[src/tmr8_pkg.sv]
package tmr8_pkg;

    // ******************************
    // register map (byte addresses)
    // ******************************
    localparam logic [7:0] TMR8_ADDR_CTRL_A = 8'h00;
    localparam logic [7:0] TMR8_ADDR_CTRL_B = 8'h04;
    localparam logic [7:0] TMR8_ADDR_COUNT = 8'h08;
    localparam logic [7:0] TMR8_ADDR_CMP_A = 8'h0C;
    localparam logic [7:0] TMR8_ADDR_CMP_B = 8'h10;
    localparam logic [7:0] TMR8_ADDR_FLAGS = 8'h14;
    localparam logic [7:0] TMR8_ADDR_DIR = 8'h18;

    // ******************************
    // field positions
    // ******************************
    localparam int TMR8_A_ACT_A_LSB = 6;
    localparam int TMR8_A_ACT_B_LSB = 4;
    localparam int TMR8_A_WGM_LSB = 0;
    localparam int TMR8_B_FORCE_A = 7;
    localparam int TMR8_B_FORCE_B = 6;
    localparam int TMR8_B_WGM2 = 3;
    localparam int TMR8_B_CS_LSB = 0;
    localparam int TMR8_F_OVF = 0;
    localparam int TMR8_F_MATCH_A = 1;
    localparam int TMR8_F_MATCH_B = 2;

    // ******************************
    // values and encodings
    // ******************************
    localparam logic [7:0] TMR8_MAX = 8'hFF;
    localparam logic [7:0] TMR8_BOTTOM = 8'h00;
    localparam logic [7:0] TMR8_RST8 = 8'h00;
    localparam logic [1:0] TMR8_ACT_OFF = 2'h0;
    localparam logic [1:0] TMR8_ACT_TGL = 2'h1;
    localparam logic [1:0] TMR8_ACT_CLR = 2'h2;
    localparam logic [1:0] TMR8_ACT_SET = 2'h3;
    localparam logic [2:0] TMR8_CS_STOP = 3'h0;
    localparam logic [2:0] TMR8_CS_DIV1 = 3'h1;
    localparam logic [2:0] TMR8_CS_DIV8 = 3'h2;
    localparam logic [2:0] TMR8_CS_DIV64 = 3'h3;
    localparam logic [2:0] TMR8_CS_DIV256 = 3'h4;
    localparam logic [2:0] TMR8_CS_DIV1024 = 3'h5;
    localparam logic [2:0] TMR8_CS_EXT_FALL = 3'h6;
    localparam logic [2:0] TMR8_CS_EXT_RISE = 3'h7;
    localparam int TMR8_PRE_W = 10;

    typedef enum logic [2:0] {
        TMR8_M_NORMAL = 3'h0,
        TMR8_M_PC_FF = 3'h1,
        TMR8_M_CTC = 3'h2,
        TMR8_M_FAST_FF = 3'h3,
        TMR8_M_RSV4 = 3'h4,
        TMR8_M_PC_OCA = 3'h5,
        TMR8_M_RSV6 = 3'h6,
        TMR8_M_FAST_OCA = 3'h7
    } tmr8_mode_t;

    // apb request bundle
    typedef struct packed {
        logic psel;
        logic penable;
        logic pwrite;
        logic [7:0] paddr;
        logic [31:0] pwdata;
    } tmr8_apb_req_t;

    // all state of the block
    typedef struct packed {
        logic [1:0] act_a;
        logic [1:0] act_b;
        logic [2:0] wgm;
        logic [2:0] cs;
        logic [7:0] cnt;
        logic [7:0] ocra_buf;
        logic [7:0] ocrb_buf;
        logic [7:0] ocra;
        logic [7:0] ocrb;
        logic [2:0] flags;
        logic [1:0] ddr;
        logic [1:0] wave;
        logic down;
        logic block;
        logic [TMR8_PRE_W-1:0] pre;
        logic [1:0] ext_sync;
        logic ext_prev;
        logic [31:0] prdata;
    } tmr8_state_t;

endpackage

[src/tmr8_wave.sv]
module tmr8_wave
    import tmr8_pkg::*;
(
    input wire logic i_clk,
    input wire logic i_rst_n,
    input wire tmr8_apb_req_t i_apb,
    output logic o_pready,
    output logic o_pslverr,
    output logic [31:0] o_prdata,
    input wire logic i_ext_count_pin,
    output logic o_wave_out_a,
    output logic o_wave_out_b,
    output logic [1:0] o_pin_override,
    output logic [1:0] o_pin_oe,
    output logic [2:0] o_flags
);

    // ******************************
    // decode helpers
    // ******************************
    function automatic logic is_pwm(input logic [2:0] m);
        is_pwm = (m[0] == 1'b1);
    endfunction

    function automatic logic is_pc(input logic [2:0] m);
        is_pc = (m[1:0] == 2'h1);
    endfunction

    // next output level for one channel on a match or at TOP
    function automatic logic act_out(input logic [2:0] m,
                                     input logic [1:0] act,
                                     input logic cur,
                                     input logic down,
                                     input logic hit,
                                     input logic at_top,
                                     input logic ign,
                                     input logic tgl_ok);
        logic v;
        v = cur;
        if (!is_pwm(m)) begin
            if (hit) begin
                case (act)
                    TMR8_ACT_TGL: v = ~cur;
                    TMR8_ACT_CLR: v = 1'b0;
                    TMR8_ACT_SET: v = 1'b1;
                    default: v = cur;
                endcase
            end
        end else if (act[1]) begin
            if (is_pc(m)) begin
                if (hit && !ign) begin
                    v = act[0] ^ down;
                end
                if (at_top && ign) begin
                    v = act[0] ^ 1'b1;
                end
            end else begin
                if (at_top) begin
                    v = ~act[0];
                end
                if (hit && !ign) begin
                    v = act[0];
                end
                if (at_top && ign) begin
                    v = act[0];
                end
            end
        end else if (act == TMR8_ACT_TGL && tgl_ok && hit) begin
            v = ~cur; // channel A toggle with top from compare A
        end
        act_out = v;
    endfunction

    tmr8_state_t s_q;
    tmr8_state_t s_d;

    logic wr;
    logic rd;
    logic tick;
    logic [7:0] top;
    logic at_top;
    logic hit_a;
    logic hit_b;
    logic ign_a;
    logic ign_b;
    logic ext_rise;
    logic ext_fall;
    logic [7:0] wreg;
    logic [TMR8_PRE_W-1:0] pre_mask;

    // ******************************
    // combinational next state
    // ******************************
    always_comb begin
        s_d = s_q;
        wr = i_apb.psel && i_apb.penable && i_apb.pwrite;
        // read captured in the setup cycle so data stands in the access
        rd = i_apb.psel && !i_apb.penable && !i_apb.pwrite;
        wreg = i_apb.pwdata[7:0];

        // ext pin sampled always, even as output; sync then edge
        s_d.ext_sync = {s_q.ext_sync[0], i_ext_count_pin};
        s_d.ext_prev = s_q.ext_sync[1];
        ext_rise = s_q.ext_sync[1] && !s_q.ext_prev;
        ext_fall = !s_q.ext_sync[1] && s_q.ext_prev;

        // free-running prescaler shared by every divided source
        s_d.pre = s_q.pre + 1'b1;
        case (s_q.cs)
            TMR8_CS_DIV8: pre_mask = 10'h007;
            TMR8_CS_DIV64: pre_mask = 10'h03F;
            TMR8_CS_DIV256: pre_mask = 10'h0FF;
            TMR8_CS_DIV1024: pre_mask = 10'h3FF;
            default: pre_mask = 10'h000;
        endcase
        case (s_q.cs)
            TMR8_CS_STOP: tick = 1'b0;
            TMR8_CS_DIV1: tick = 1'b1;
            TMR8_CS_EXT_FALL: tick = ext_fall;
            TMR8_CS_EXT_RISE: tick = ext_rise;
            default: tick = ((s_q.pre & pre_mask) == pre_mask);
        endcase

        top = s_q.wgm[2] ? s_q.ocra : TMR8_MAX;
        at_top = (s_q.cnt == top);
        // compare runs always, blocked after a counter write
        hit_a = (s_q.cnt == s_q.ocra) && !s_q.block;
        hit_b = (s_q.cnt == s_q.ocrb) && !s_q.block;
        ign_a = is_pwm(s_q.wgm) && s_q.act_a[1] && (s_q.ocra == top);
        ign_b = is_pwm(s_q.wgm) && s_q.act_b[1] && (s_q.ocrb == top);

        if (tick) begin
            s_d.block = 1'b0;
            s_d.wave[0] = act_out(s_q.wgm, s_q.act_a, s_q.wave[0],
                                  s_q.down, hit_a, at_top, ign_a,
                                  s_q.wgm[2]);
            s_d.wave[1] = act_out(s_q.wgm, s_q.act_b, s_q.wave[1],
                                  s_q.down, hit_b, at_top, ign_b,
                                  1'b0);
            // match flags set on a real match only
            if (hit_a) s_d.flags[TMR8_F_MATCH_A] = 1'b1;
            if (hit_b) s_d.flags[TMR8_F_MATCH_B] = 1'b1;
            if (is_pc(s_q.wgm)) begin
                // top held one tick, then count down
                if (!s_q.down) begin
                    if (at_top) s_d.down = 1'b1;
                    else s_d.cnt = s_q.cnt + 1'b1;
                end else begin
                    s_d.cnt = s_q.cnt - 1'b1;
                    if (s_q.cnt == 8'h01) s_d.down = 1'b0;
                    if (s_q.cnt == 8'h01) s_d.flags[TMR8_F_OVF] = 1'b1;
                end
                if (at_top) begin
                    s_d.ocra = s_q.ocra_buf;
                    s_d.ocrb = s_q.ocrb_buf;
                end
            end else begin
                s_d.down = 1'b0;
                // wrap at top, or clear on compare A in TMR8_M_CTC
                if ((s_q.wgm == TMR8_M_CTC && hit_a) ||
                    (s_q.wgm != TMR8_M_NORMAL && at_top)) begin
                    s_d.cnt = TMR8_BOTTOM;
                end else begin
                    s_d.cnt = s_q.cnt + 1'b1;
                end
                if (is_pwm(s_q.wgm) && at_top) begin
                    s_d.ocra = s_q.ocra_buf;
                    s_d.ocrb = s_q.ocrb_buf;
                end
                if ((s_q.wgm == TMR8_M_FAST_OCA) ? at_top
                        : (s_q.cnt == TMR8_MAX)) begin
                    s_d.flags[TMR8_F_OVF] = 1'b1;
                end
            end
        end

        // non-PWM compare values follow their buffers on the clock after a write, not at TOP
        if (!is_pwm(s_q.wgm)) begin
            s_d.ocra = s_d.ocra_buf;
            s_d.ocrb = s_d.ocrb_buf;
        end

        // register writes, one per access cycle
        if (wr) begin
            case (i_apb.paddr)
                TMR8_ADDR_CTRL_A: begin
                    s_d.act_a = wreg[TMR8_A_ACT_A_LSB +: 2];
                    s_d.act_b = wreg[TMR8_A_ACT_B_LSB +: 2];
                    s_d.wgm[1:0] = wreg[TMR8_A_WGM_LSB +: 2];
                end
                TMR8_ADDR_CTRL_B: begin
                    s_d.wgm[2] = wreg[TMR8_B_WGM2];
                    s_d.cs = wreg[TMR8_B_CS_LSB +: 3];
                    if (!is_pwm(s_q.wgm)) begin
                        if (wreg[TMR8_B_FORCE_A])
                            s_d.wave[0] = act_out(s_q.wgm, s_q.act_a,
                                s_d.wave[0], 1'b0, 1'b1, 1'b0, 1'b0,
                                1'b0);
                        if (wreg[TMR8_B_FORCE_B])
                            s_d.wave[1] = act_out(s_q.wgm, s_q.act_b,
                                s_d.wave[1], 1'b0, 1'b1, 1'b0, 1'b0,
                                1'b0);
                    end
                end
                TMR8_ADDR_COUNT: begin
                    s_d.cnt = wreg;
                    s_d.block = 1'b1;
                end
                TMR8_ADDR_CMP_A: s_d.ocra_buf = wreg;
                TMR8_ADDR_CMP_B: s_d.ocrb_buf = wreg;
                TMR8_ADDR_DIR: s_d.ddr = wreg[1:0];
                default: ;
            endcase
            // write one clears, but a same-cycle set wins
            if (i_apb.paddr == TMR8_ADDR_FLAGS) begin
                s_d.flags = s_q.flags & ~wreg[2:0];
                if (tick && hit_a) s_d.flags[TMR8_F_MATCH_A] = 1'b1;
                if (tick && hit_b) s_d.flags[TMR8_F_MATCH_B] = 1'b1;
                s_d.flags[TMR8_F_OVF] = s_d.flags[TMR8_F_OVF] |
                    (s_q.flags[TMR8_F_OVF] & ~wreg[TMR8_F_OVF]) |
                    (tick && (is_pc(s_q.wgm) ? (s_q.down &&
                    s_q.cnt == 8'h01) : ((s_q.wgm == TMR8_M_FAST_OCA)
                    ? at_top : (s_q.cnt == TMR8_MAX))));
            end
        end

        // read data, registered; reserved bits zero
        s_d.prdata = 32'h0000_0000;
        if (rd) begin
            case (i_apb.paddr)
                TMR8_ADDR_CTRL_A: s_d.prdata[7:0] = {s_q.act_a, s_q.act_b,
                    2'h0, s_q.wgm[1:0]};
                TMR8_ADDR_CTRL_B: s_d.prdata[7:0] = {4'h0, s_q.wgm[2],
                    s_q.cs};
                TMR8_ADDR_COUNT: s_d.prdata[7:0] = s_q.cnt;
                TMR8_ADDR_CMP_A: s_d.prdata[7:0] = s_q.ocra_buf;
                TMR8_ADDR_CMP_B: s_d.prdata[7:0] = s_q.ocrb_buf;
                TMR8_ADDR_FLAGS: s_d.prdata[2:0] = s_q.flags;
                TMR8_ADDR_DIR: s_d.prdata[1:0] = s_q.ddr;
                default: ;
            endcase
        end
    end

    // ******************************
    // state register
    // ******************************
    always_ff @(posedge i_clk or negedge i_rst_n) begin
        if (!i_rst_n) begin
            s_q <= '0;
        end else begin
            s_q <= s_d;
        end
    end

    // ******************************
    // outputs
    // ******************************
    // zero wait: read data is ready from the setup-cycle capture
    assign o_pready = 1'b1;
    assign o_pslverr = 1'b0;
    assign o_prdata = s_q.prdata;
    assign o_wave_out_a = s_q.wave[0];
    assign o_wave_out_b = s_q.wave[1];
    assign o_flags = s_q.flags;
    assign o_pin_override = {s_q.act_b != TMR8_ACT_OFF,
                             s_q.act_a != TMR8_ACT_OFF};
    // override alone does not enable the driver
    assign o_pin_oe = o_pin_override & s_q.ddr;

endmodule

[config.mk]
export PLATFORM = sky130hd
export DESIGN_NAME = tmr8_wave
export DESIGN_NICKNAME = d
export VERILOG_FILES = /design/src/tmr8_pkg.sv /design/src/tmr8_wave.sv
export SDC_FILE = /design/constraint.sdc
export NUM_CORES = 1
export LEC_CHECK = 0
export BUFFER_PORTS_ARGS = -buffer_cell sky130_fd_sc_hd__buf_2
export CAP_MARGIN = 25
export CORE_ASPECT_RATIO = 0.5
export CORE_MARGIN = 2
export CORE_UTILIZATION = 49
export CTS_CLUSTER_SIZE = 14
export DETAILED_ROUTE_END_ITERATION = 10
export PLACE_DENSITY = 0.75
export SYNTH_ARGS = -nofsm -noshare
export SYNTH_HDL_FRONTEND = slang
export SYNTH_SLANG_ARGS = --single-unit
[constraint.sdc]
create_clock -name i_clk -period 3.9 [get_ports i_clk]
set_clock_uncertainty 0.2 [all_clocks]
set_input_delay 0.195 -clock i_clk [delete_from_list [all_inputs] [get_ports i_clk]]
set_output_delay 0.195 -clock i_clk [all_outputs]
set_load 0.02 [all_outputs]
# --- Word level (Yosys, flattened, before mapping) ---
# Index checks and enable logic that the tools add are counted.
classes:
  n_bitwise: 16
  n_reduce_logical: 44
  n_addsub: 3
  n_mux: 68
  n_eq_ne: 33
op_table:
  columns: ["cell", "n"]
  rows:
  - ["two-way mux 8 bit", 10]
  - ["two-way mux 16 bit", 4]
  - ["equality test 8 bit", 5]
  - ["one-hot mux 10 bit (4 select lines)", 1]
  - ["two-way mux 1 bit", 37]
  - ["logical AND 1 bit", 25]
  - ["one-hot mux 5 bit (5 select lines)", 1]
  - ["equality test 8 x 5 -> 1 bit (second input constant)", 3]
  - ["two-way mux 24 bit", 1]
  - ["two-way mux 19 bit", 1]
  - ["equality test 8 x 4 -> 1 bit (second input constant)", 2]
  - ["equality test 3 bit (second input constant)", 5]
  - ["one-hot mux 2 bit (7 select lines)", 1]
  - ["one-hot mux 1 bit (3 select lines)", 4]
  - ["adder 10 x 1 -> 10 bit (second input constant)", 1]
  - ["AND 10 bit", 1]
  - ["equality test 10 bit", 1]
  - ["AND reduction 2 bit", 5]
  - ["equality test 3 x 2 -> 1 bit (second input constant)", 3]
  - ["adder 8 x 1 -> 8 bit (second input constant)", 1]
  - ["equality test 2 bit (second input constant)", 4]
  - ["equality test 8 x 1 -> 1 bit (second input constant)", 1]
  - ["equality test 8 x 3 -> 1 bit (second input constant)", 1]
  - ["equality test 8 bit (second input constant)", 1]
  - ["other kinds (26)", 45]
word_totals:
  regBits: 80
  inputBits: 46
  output_inout_bits: 43
  word_cells: 183

# --- Logic depth before layout (Yosys ltp) ---
# Gate-level depths: netlist of the first run.
logic_depth:
  ltp_word: 17
  depth_mapped: 10

# --- Worst setup path before layout of the first run ---
# OpenSTA, ideal clock, no wires.
synth_timing:
  kind: "register to register"
  from: "register s_q[62] (netlist bit)"
  to: "register s_q[54] (netlist bit)"
  period_less_slack_ns: 2.464
  setup_time_ns: 0.125
  path_slack_ns: 1.436
  path_stages_with_launch: 10
  t_arrival_ns: 2.139
  path_cell_list: "dfrtp_1 or3b_1 o41ai_2 a31oi_1 nor3_2 buf_4 nand2_2 nand2_4 buf_6 mux2_2"
synth_via:
  elab_chain_len: 5
synth_rtl:
  columns: ["item", "line", "source"]
  rows:
  - ["start: declaration", "tmr8_wave.sv:74", "tmr8_state_t s_q;"]
  - ["start signal: assignment", "tmr8_wave.sv:250", "s_q <= '0;"]
  - ["start signal: assignment", "tmr8_wave.sv:252", "s_q <= s_d;"]
  - ["two-way mux 8 bit *", "tmr8_wave.sv:124", "top = s_q.wgm[2] ? s_q.ocra : TMR8_MAX;"]
  - ["equality test 8 bit *", "tmr8_wave.sv:125", "at_top = (s_q.cnt == top);"]
  - ["logical AND 1 bit", "tmr8_wave.sv:166", "if (is_pwm(s_q.wgm) && at_top) begin"]
  - ["!= test 3 x 1 -> 1 bit (no line)", null, null]
  - ["AND reduction 3 bit (no line) *", null, null]
# Mark *: on every way between the ends. The rest lies on a longest branch, timed or not.
# A chain may end at the register's enable or synchronous reset.

==> results of run 1 <==
==> cells by family after synthesis <==
kind of cell / count (synthesis) / synth area share [%]
buffers and inverters: 85 / 9.71
DFF: 80 / 38.7
and+or+nand+nor: 180 / 19.2
xor gates and xnor gates: 32 / 5.41
AOI/OAI and AO/OA: 108 / 15.5
muxes: 48 / 10.4
adders and majority gates: 4 / 0.967
other: 2 / 0.145
==> sequential cells by signal, indices dropped and copies added, names as in the netlist <==
register and count:
o_wave_out_b 1, s_q 65, s_d 2, o_wave_out_a 1, o_prdata 8, o_flags 3
==> timing repair <==
item                       in CTS  in global routing
resized for setup               0                  0
hold endpoints to repair       89                  0
hold buffers                   10                  0
setup endpoints to repair       0                  0
==> worst paths after layout <==
kind	cells after the start	from	to	slack, ns
hold reg to reg	0	s_d[34]	s_d[32]	0.15
setup / recovery	8	s_q[99]	s_q[88]	0.77
max in group asynchronous	3	i_rst_n	s_q[86]	2.92
min in group i_clk	3	i_apb[2]	o_flags[2]	0.01
hold / removal	2	i_rst_n	s_q[37]	0.01
setup reg to reg	8	s_q[99]	s_q[88]	0.77
==> cell type report <==
type / count / share of cell area, %
timing repair buffer: 55 / 6.45
inverter: 14 / 0.927
sequential: 80 / 35.3
clock buffer: 9 / 3.97
tap: 140 / 3.09
multi-input combinational: 398 / 48.7
clock inverter: 7 / 1.50
==> where the power goes <==
part / internal [mW] / leakage (nW) / total [mW] / switching, mW
sequential: 0.864 / 1.06 / 0.966 / 0.102
clock: 0.509 / 0.146 / 0.896 / 0.387
combinational: 0.156 / 1.25 / 0.355 / 0.200
==> Yosys cell counts (10+ instances only) <==
master     n  area [um^2]
dfrtp_1   80         2000
xor2_1    13          114
a21oi_1   20          100
xnor2_1   19          166
inv_1     14         52.6
nor2b_1   11         68.8
buf_4     42          315
and3_1    14         87.6
a31oi_1   10         62.6
clkbuf_1  18         67.6
o21ai_0   17         85.1
nand3_1   22          110
nand2_1   42          158
mux2_2    45          507
nor2_1    20         75.1
==> layer usage <==
metal	share of wire, %	vias up
met4	1.9	0
met2	45	192
met1	44	2111
li1	-	1946
met5	0	-
met3	8.4	24
==> stage by stage <==
step	setup WS, ns	area (um^2)	util, %	hold WS [ns]	std cells
2_1_floorplan	1.44	5270	-	-0.301	563
3_3_place_gp	0.877	5230	51.0	0.105	676
3_5_place_dp	0.855	5230	51.0	0.105	676
4_1_cts	0.841	5640	55.0	0.00381	702
5_1_grt	0.633	5670	55.3	0.00291	703
6_report	0.770	5670	55.3	0.0101	703
==> summary.txt, run 1 <==
Core area = 10200 um^2
Post-Route Setup TNS = 0 ns
Worst-path clk slew = 0.07 ns
Syn Inst Count = 539
CTS Buf Count = 9
Final ANT Viol Nets = 0
EDFF count, synth = 0
Drt first pass iters = 6
Hpwl dp = 8980 um
Syn_area_per_cell = 9.61 um^2
CTS tree = built
CP Capture Type = register
Synth warnings = 0
Static Leak = 2.45 nW
Family with the most delay on the worst path = compound AO/OA/AOI/OAI gates
Met1 usage in global routing = 31.4%
Vias/cell = 6.08
Syn-to-layout area delta = 9.47%
Outcome = completed
Crit-path max FO = 25
Netlist cell types = 71
Worst slew pin tran = 0.869 ns
DRC = 0
Die W = 149 um
Synthesized cell area = 5180 um^2
Commonest cells after routing, fill and taps aside = dfrtp_1 (80), mux2_2 (45), nand2_1 (42)
WP buf/inv = 0
Root Driver = clkbuf_16
Worst-case clock buffer depth = 2
FFs w/ async S/R, synth = 100%
Largest net degree at the start of global routing = 81
Die area = 11500 um^2
Latest clock arrival within the worst-skew pair = 0.35 ns
CP Data Required Time = 3.91 ns
Routed len/inst = 18.6 um
I/O pin count = 89
Inserted Diodes = 0
Max transition margin = 41.5%
Clock H-tree levels = 3
Min Tclk post-route = 3.13 ns
CTS sink cnt = 80
Crit-path cells = or3b_1, o41ai_2, a31oi_1, or3_4, a21oi_2, o22ai_1, a22oi_1, a21oi_1
Crit-path max cell delay = 0.87 ns
Chip height = 76.7 um
Input/output buffers = 38
Num rows = 26
Post-CTS setup buffers = 0
Grt total ovfl = 0
Final WL = 13100 um
CP max-delay cell = dfrtp_1
Max-cap violation count = 0
Peak supply drop = 0.311 mV
Critical Path AT = 3.14 ns
HP Class = in -> async
DRT iter0 DRCs = 532
First-pass GRT wire length = 21000 um
Final setup fails = 0
RSZ-0062 raised after global routing = false
Final Wtd Congestion = 0.897
Power Dens Cells = 391 nW/um^2
M2 GR Usage = 36.9%
Path type of the worst setup path = reg -> reg
Count of final hold-check violations = 0
Storage cell area = 2000 um^2
Multi-input gate area = 2760 um^2
Antenna violations before repair = 0
Post-synthesis sequential area ratio = 38.7%
Total Nets Final = 608
# fillers = 877
Final Slew Violations = 0
Number of global-route vias before repair = 4055
Routed via count = 4273
Grt peak-use layer = met2
Tcrit/Tclk final = 80.2%
Share of layout cells above drive strength 1 = 21.7%
Commonest non-fill, non-tap cell in the layout = dfrtp_1
Total GRT Usage = 23.7%
Initial core utilization = 50.5%
Crit path launch type = register
Flops & latches, synth = 80
Main flop type after synthesis = dfrtp_1
Final Power = 2.22 mW
F_max = 320 MHz
Met3 Use GR = 7.56%
(Power assumes the default switching activity.)
==> inputs of run 2 (changes only) <==
--- a/config.mk
+++ b/config.mk
@@ -12,7 +12,7 @@
 export CORE_UTILIZATION = 49
 export CTS_CLUSTER_SIZE = 14
 export DETAILED_ROUTE_END_ITERATION = 10
-export PLACE_DENSITY = 0.75
+export PLACE_DENSITY = 0.78
 export SYNTH_ARGS = -nofsm -noshare
 export SYNTH_HDL_FRONTEND = slang
 export SYNTH_SLANG_ARGS = --single-unit
==> constraint.sdc (replaced) <==
create_clock -name i_clk -period 2.6 [get_ports i_clk]
set_clock_uncertainty 0.2 [all_clocks]
set_input_delay 0.13 -clock i_clk [delete_from_list [all_inputs] [get_ports i_clk]]
set_output_delay 0.13 -clock i_clk [all_outputs]
set_load 0.02 [all_outputs]
==> run 2 against run 1 <==
The run now ends with setup timing left. Maximum frequency rose by 19%. Utilization up 6.4 points. Non-clock buffer count increased by 52. Global-route usage increased by 1.5 points. Critical path type unchanged. Largest power group is now clock.
==> summary.txt, run 2 (synthesis gave the netlist of run 1 again) <==
Outcome = complete, but fails checks
Failing checks = setup timing
Core area = 10200 um^2
DRC = 0
Fin util = 61.7%
Max transition margin = 47.0%
Chip height = 76.7 um
Peak supply drop = 0.588 mV
RR Startpoint = s_q[99]
Worst slew pin tran = 0.787 ns
Commonest cells after routing, fill and taps aside = dfrtp_1 (79), buf_4 (47), nand2_1 (42)
F_max = 380 MHz
Reg2Reg Capture Point = s_q[88]
HP Class = in -> async
CP Capture Type = register
Grt total ovfl = 0
Critical Path AT = 2.64 ns
Antenna violations before repair = 0
I/O pin count = 89
Syn-to-layout area delta = 22.1%
First-pass GRT wire length = 22500 um
Worst-case clock buffer depth = 2
CTS sink cnt = 80
Fin area = 6320 um^2
Routed len/inst = 19.9 um
Input/output buffers = 38
Path type of the worst setup path = reg -> reg
Power Dens Cells = 568 nW/um^2
Static Leak = 2.81 nW
Hold WS = 0.151 ns
Hpwl dp = 9920 um
Largest register FFs = 65
Final setup fails = 14
Met1 WL = 6400 um
Largest net degree at the start of global routing = 46
Routed wl met2 = 6760 um
Commonest non-fill, non-tap cell in the layout = dfrtp_1
Die W = 149 um
Tcrit/Tclk final = 101%
CTS Buf Count = 9
Final Wtd Congestion = 0.988
Top Layer Used = met4
Final Slew Violations = 0
Crit-path max FO = 5
Final WL = 15000 um
Share of layout cells above drive strength 1 = 30.7%
Die area = 11500 um^2
Largest Register = s_q
Total GRT Usage = 25.3%
Final ANT Viol Nets = 0
CTS tree = built
DRT iter0 DRCs = 668
Worst-path clk slew = 0.07 ns
Total Nets Final = 661
Count of final hold-check violations = 0
Num rows = 26
Clock H-tree levels = 3
Inserted Diodes = 0
Min Tclk post-route = 2.63 ns
Root Driver = clkbuf_16
CP Data Required Time = 2.60 ns
Reg2Reg Depth = 9
Routed via count = 4655
# fillers = 775
RSZ-0062 raised after global routing = true
Post-route worst setup slack = -0.0328 ns
Initial core utilization = 50.5%
Reg-to-reg slack, setup = -0.03 ns
Number of global-route vias before repair = 4304
Drt first pass iters = 6
Vias/cell = 6.16
WL met3 = 1450 um
Max-cap violation count = 0
Latest clock arrival within the worst-skew pair = 0.34 ns
Crit path launch type = register
DP Area = 5560 um^2
-- run 2: cell count changes in the layout (fill, tap and decap cells not counted), sizes merged --
cell	previous run	this run
inv	18	16
dlygate4sd3	10	15
clkinvlp	2	1
nand2	44	45
bufinv	1	2
buf	45	92
clkbuf	9	11
-- run 2: final cells by class --
class	count	area [um^2]	area share (%)
well taps	140	175	2.77
clock buffers	11	253	4.00
clock inverters	5	85.1	1.35
inverters	14	52.6	0.832
repair buffers	107	790	12.5
flip-flops and latches	80	2000	31.7
multi-input cells	399	2960	46.9
-- run 2: how the worst max path moves through the flow --
stage	from	end	slack, ns	depth (start not counted)
after floorplan	s_q[62]	s_q[54]	0.14	9
after global placement	s_q[99]	s_q[88]	-0.02	8
after detailed placement	s_q[99]	s_q[88]	-0.07	8
after CTS	s_q[99]	s_q[92]	0.001	10
after global routing	s_q[99]	s_q[86]	-0.13	9
final	s_q[99]	s_q[88]	-0.03	9
-- run 2: power breakdown --
part | switching (mW) | leakage [nW] | total, mW | internal (mW)
clock | 0.531 | 0.163 | 1.43 | 0.900
combinational | 0.438 | 1.60 | 0.770 | 0.333
sequential | 0.0893 | 1.05 | 1.39 | 1.30
total | 1.06 | 2.81 | 3.59 | 2.53
-- run 2: per-layer routing --
metal	global-route usage (%)	vias up
met4	10.1	0
met2	38.6	297
met5	0	-
met3	6.96	39
met1	34.1	2267
li1	-	2052
-- run 2: repair_timing --
item	CTS	global route
hold buffers	15	0
cloned	0	2
setup buffers	0	6
endpoints found under the setup margin	24	28
hold endpoints to repair	83	0
pin swaps	0	31
gates resized for setup	2	42
-- run 2: per-stage QoR --
stage                     std cells  worst slack (ns)  setup TNS, ns  total power [mW]
final                           756           -0.0328         -0.292              3.59
after floorplan                 563             0.136              0              1.85
after CTS                       748           0.00107              0              3.49
after detailed placement        717           -0.0672         -0.142              2.05
after global placement          717           -0.0217        -0.0217              2.04
after global routing            756            -0.127          -1.50              3.71
-- run 2: worst max-delay path, cell delays in order (launching register included) --
cell,delay (ns)
dfrtp_2,0.44
buf_6,0.13
mux2_4,0.19
a21oi_2,0.05
or3_4,0.43
or3_4,0.46
a21oi_4,0.20
o22ai_2,0.10
a22oi_1,0.19
a21oi_1,0.10
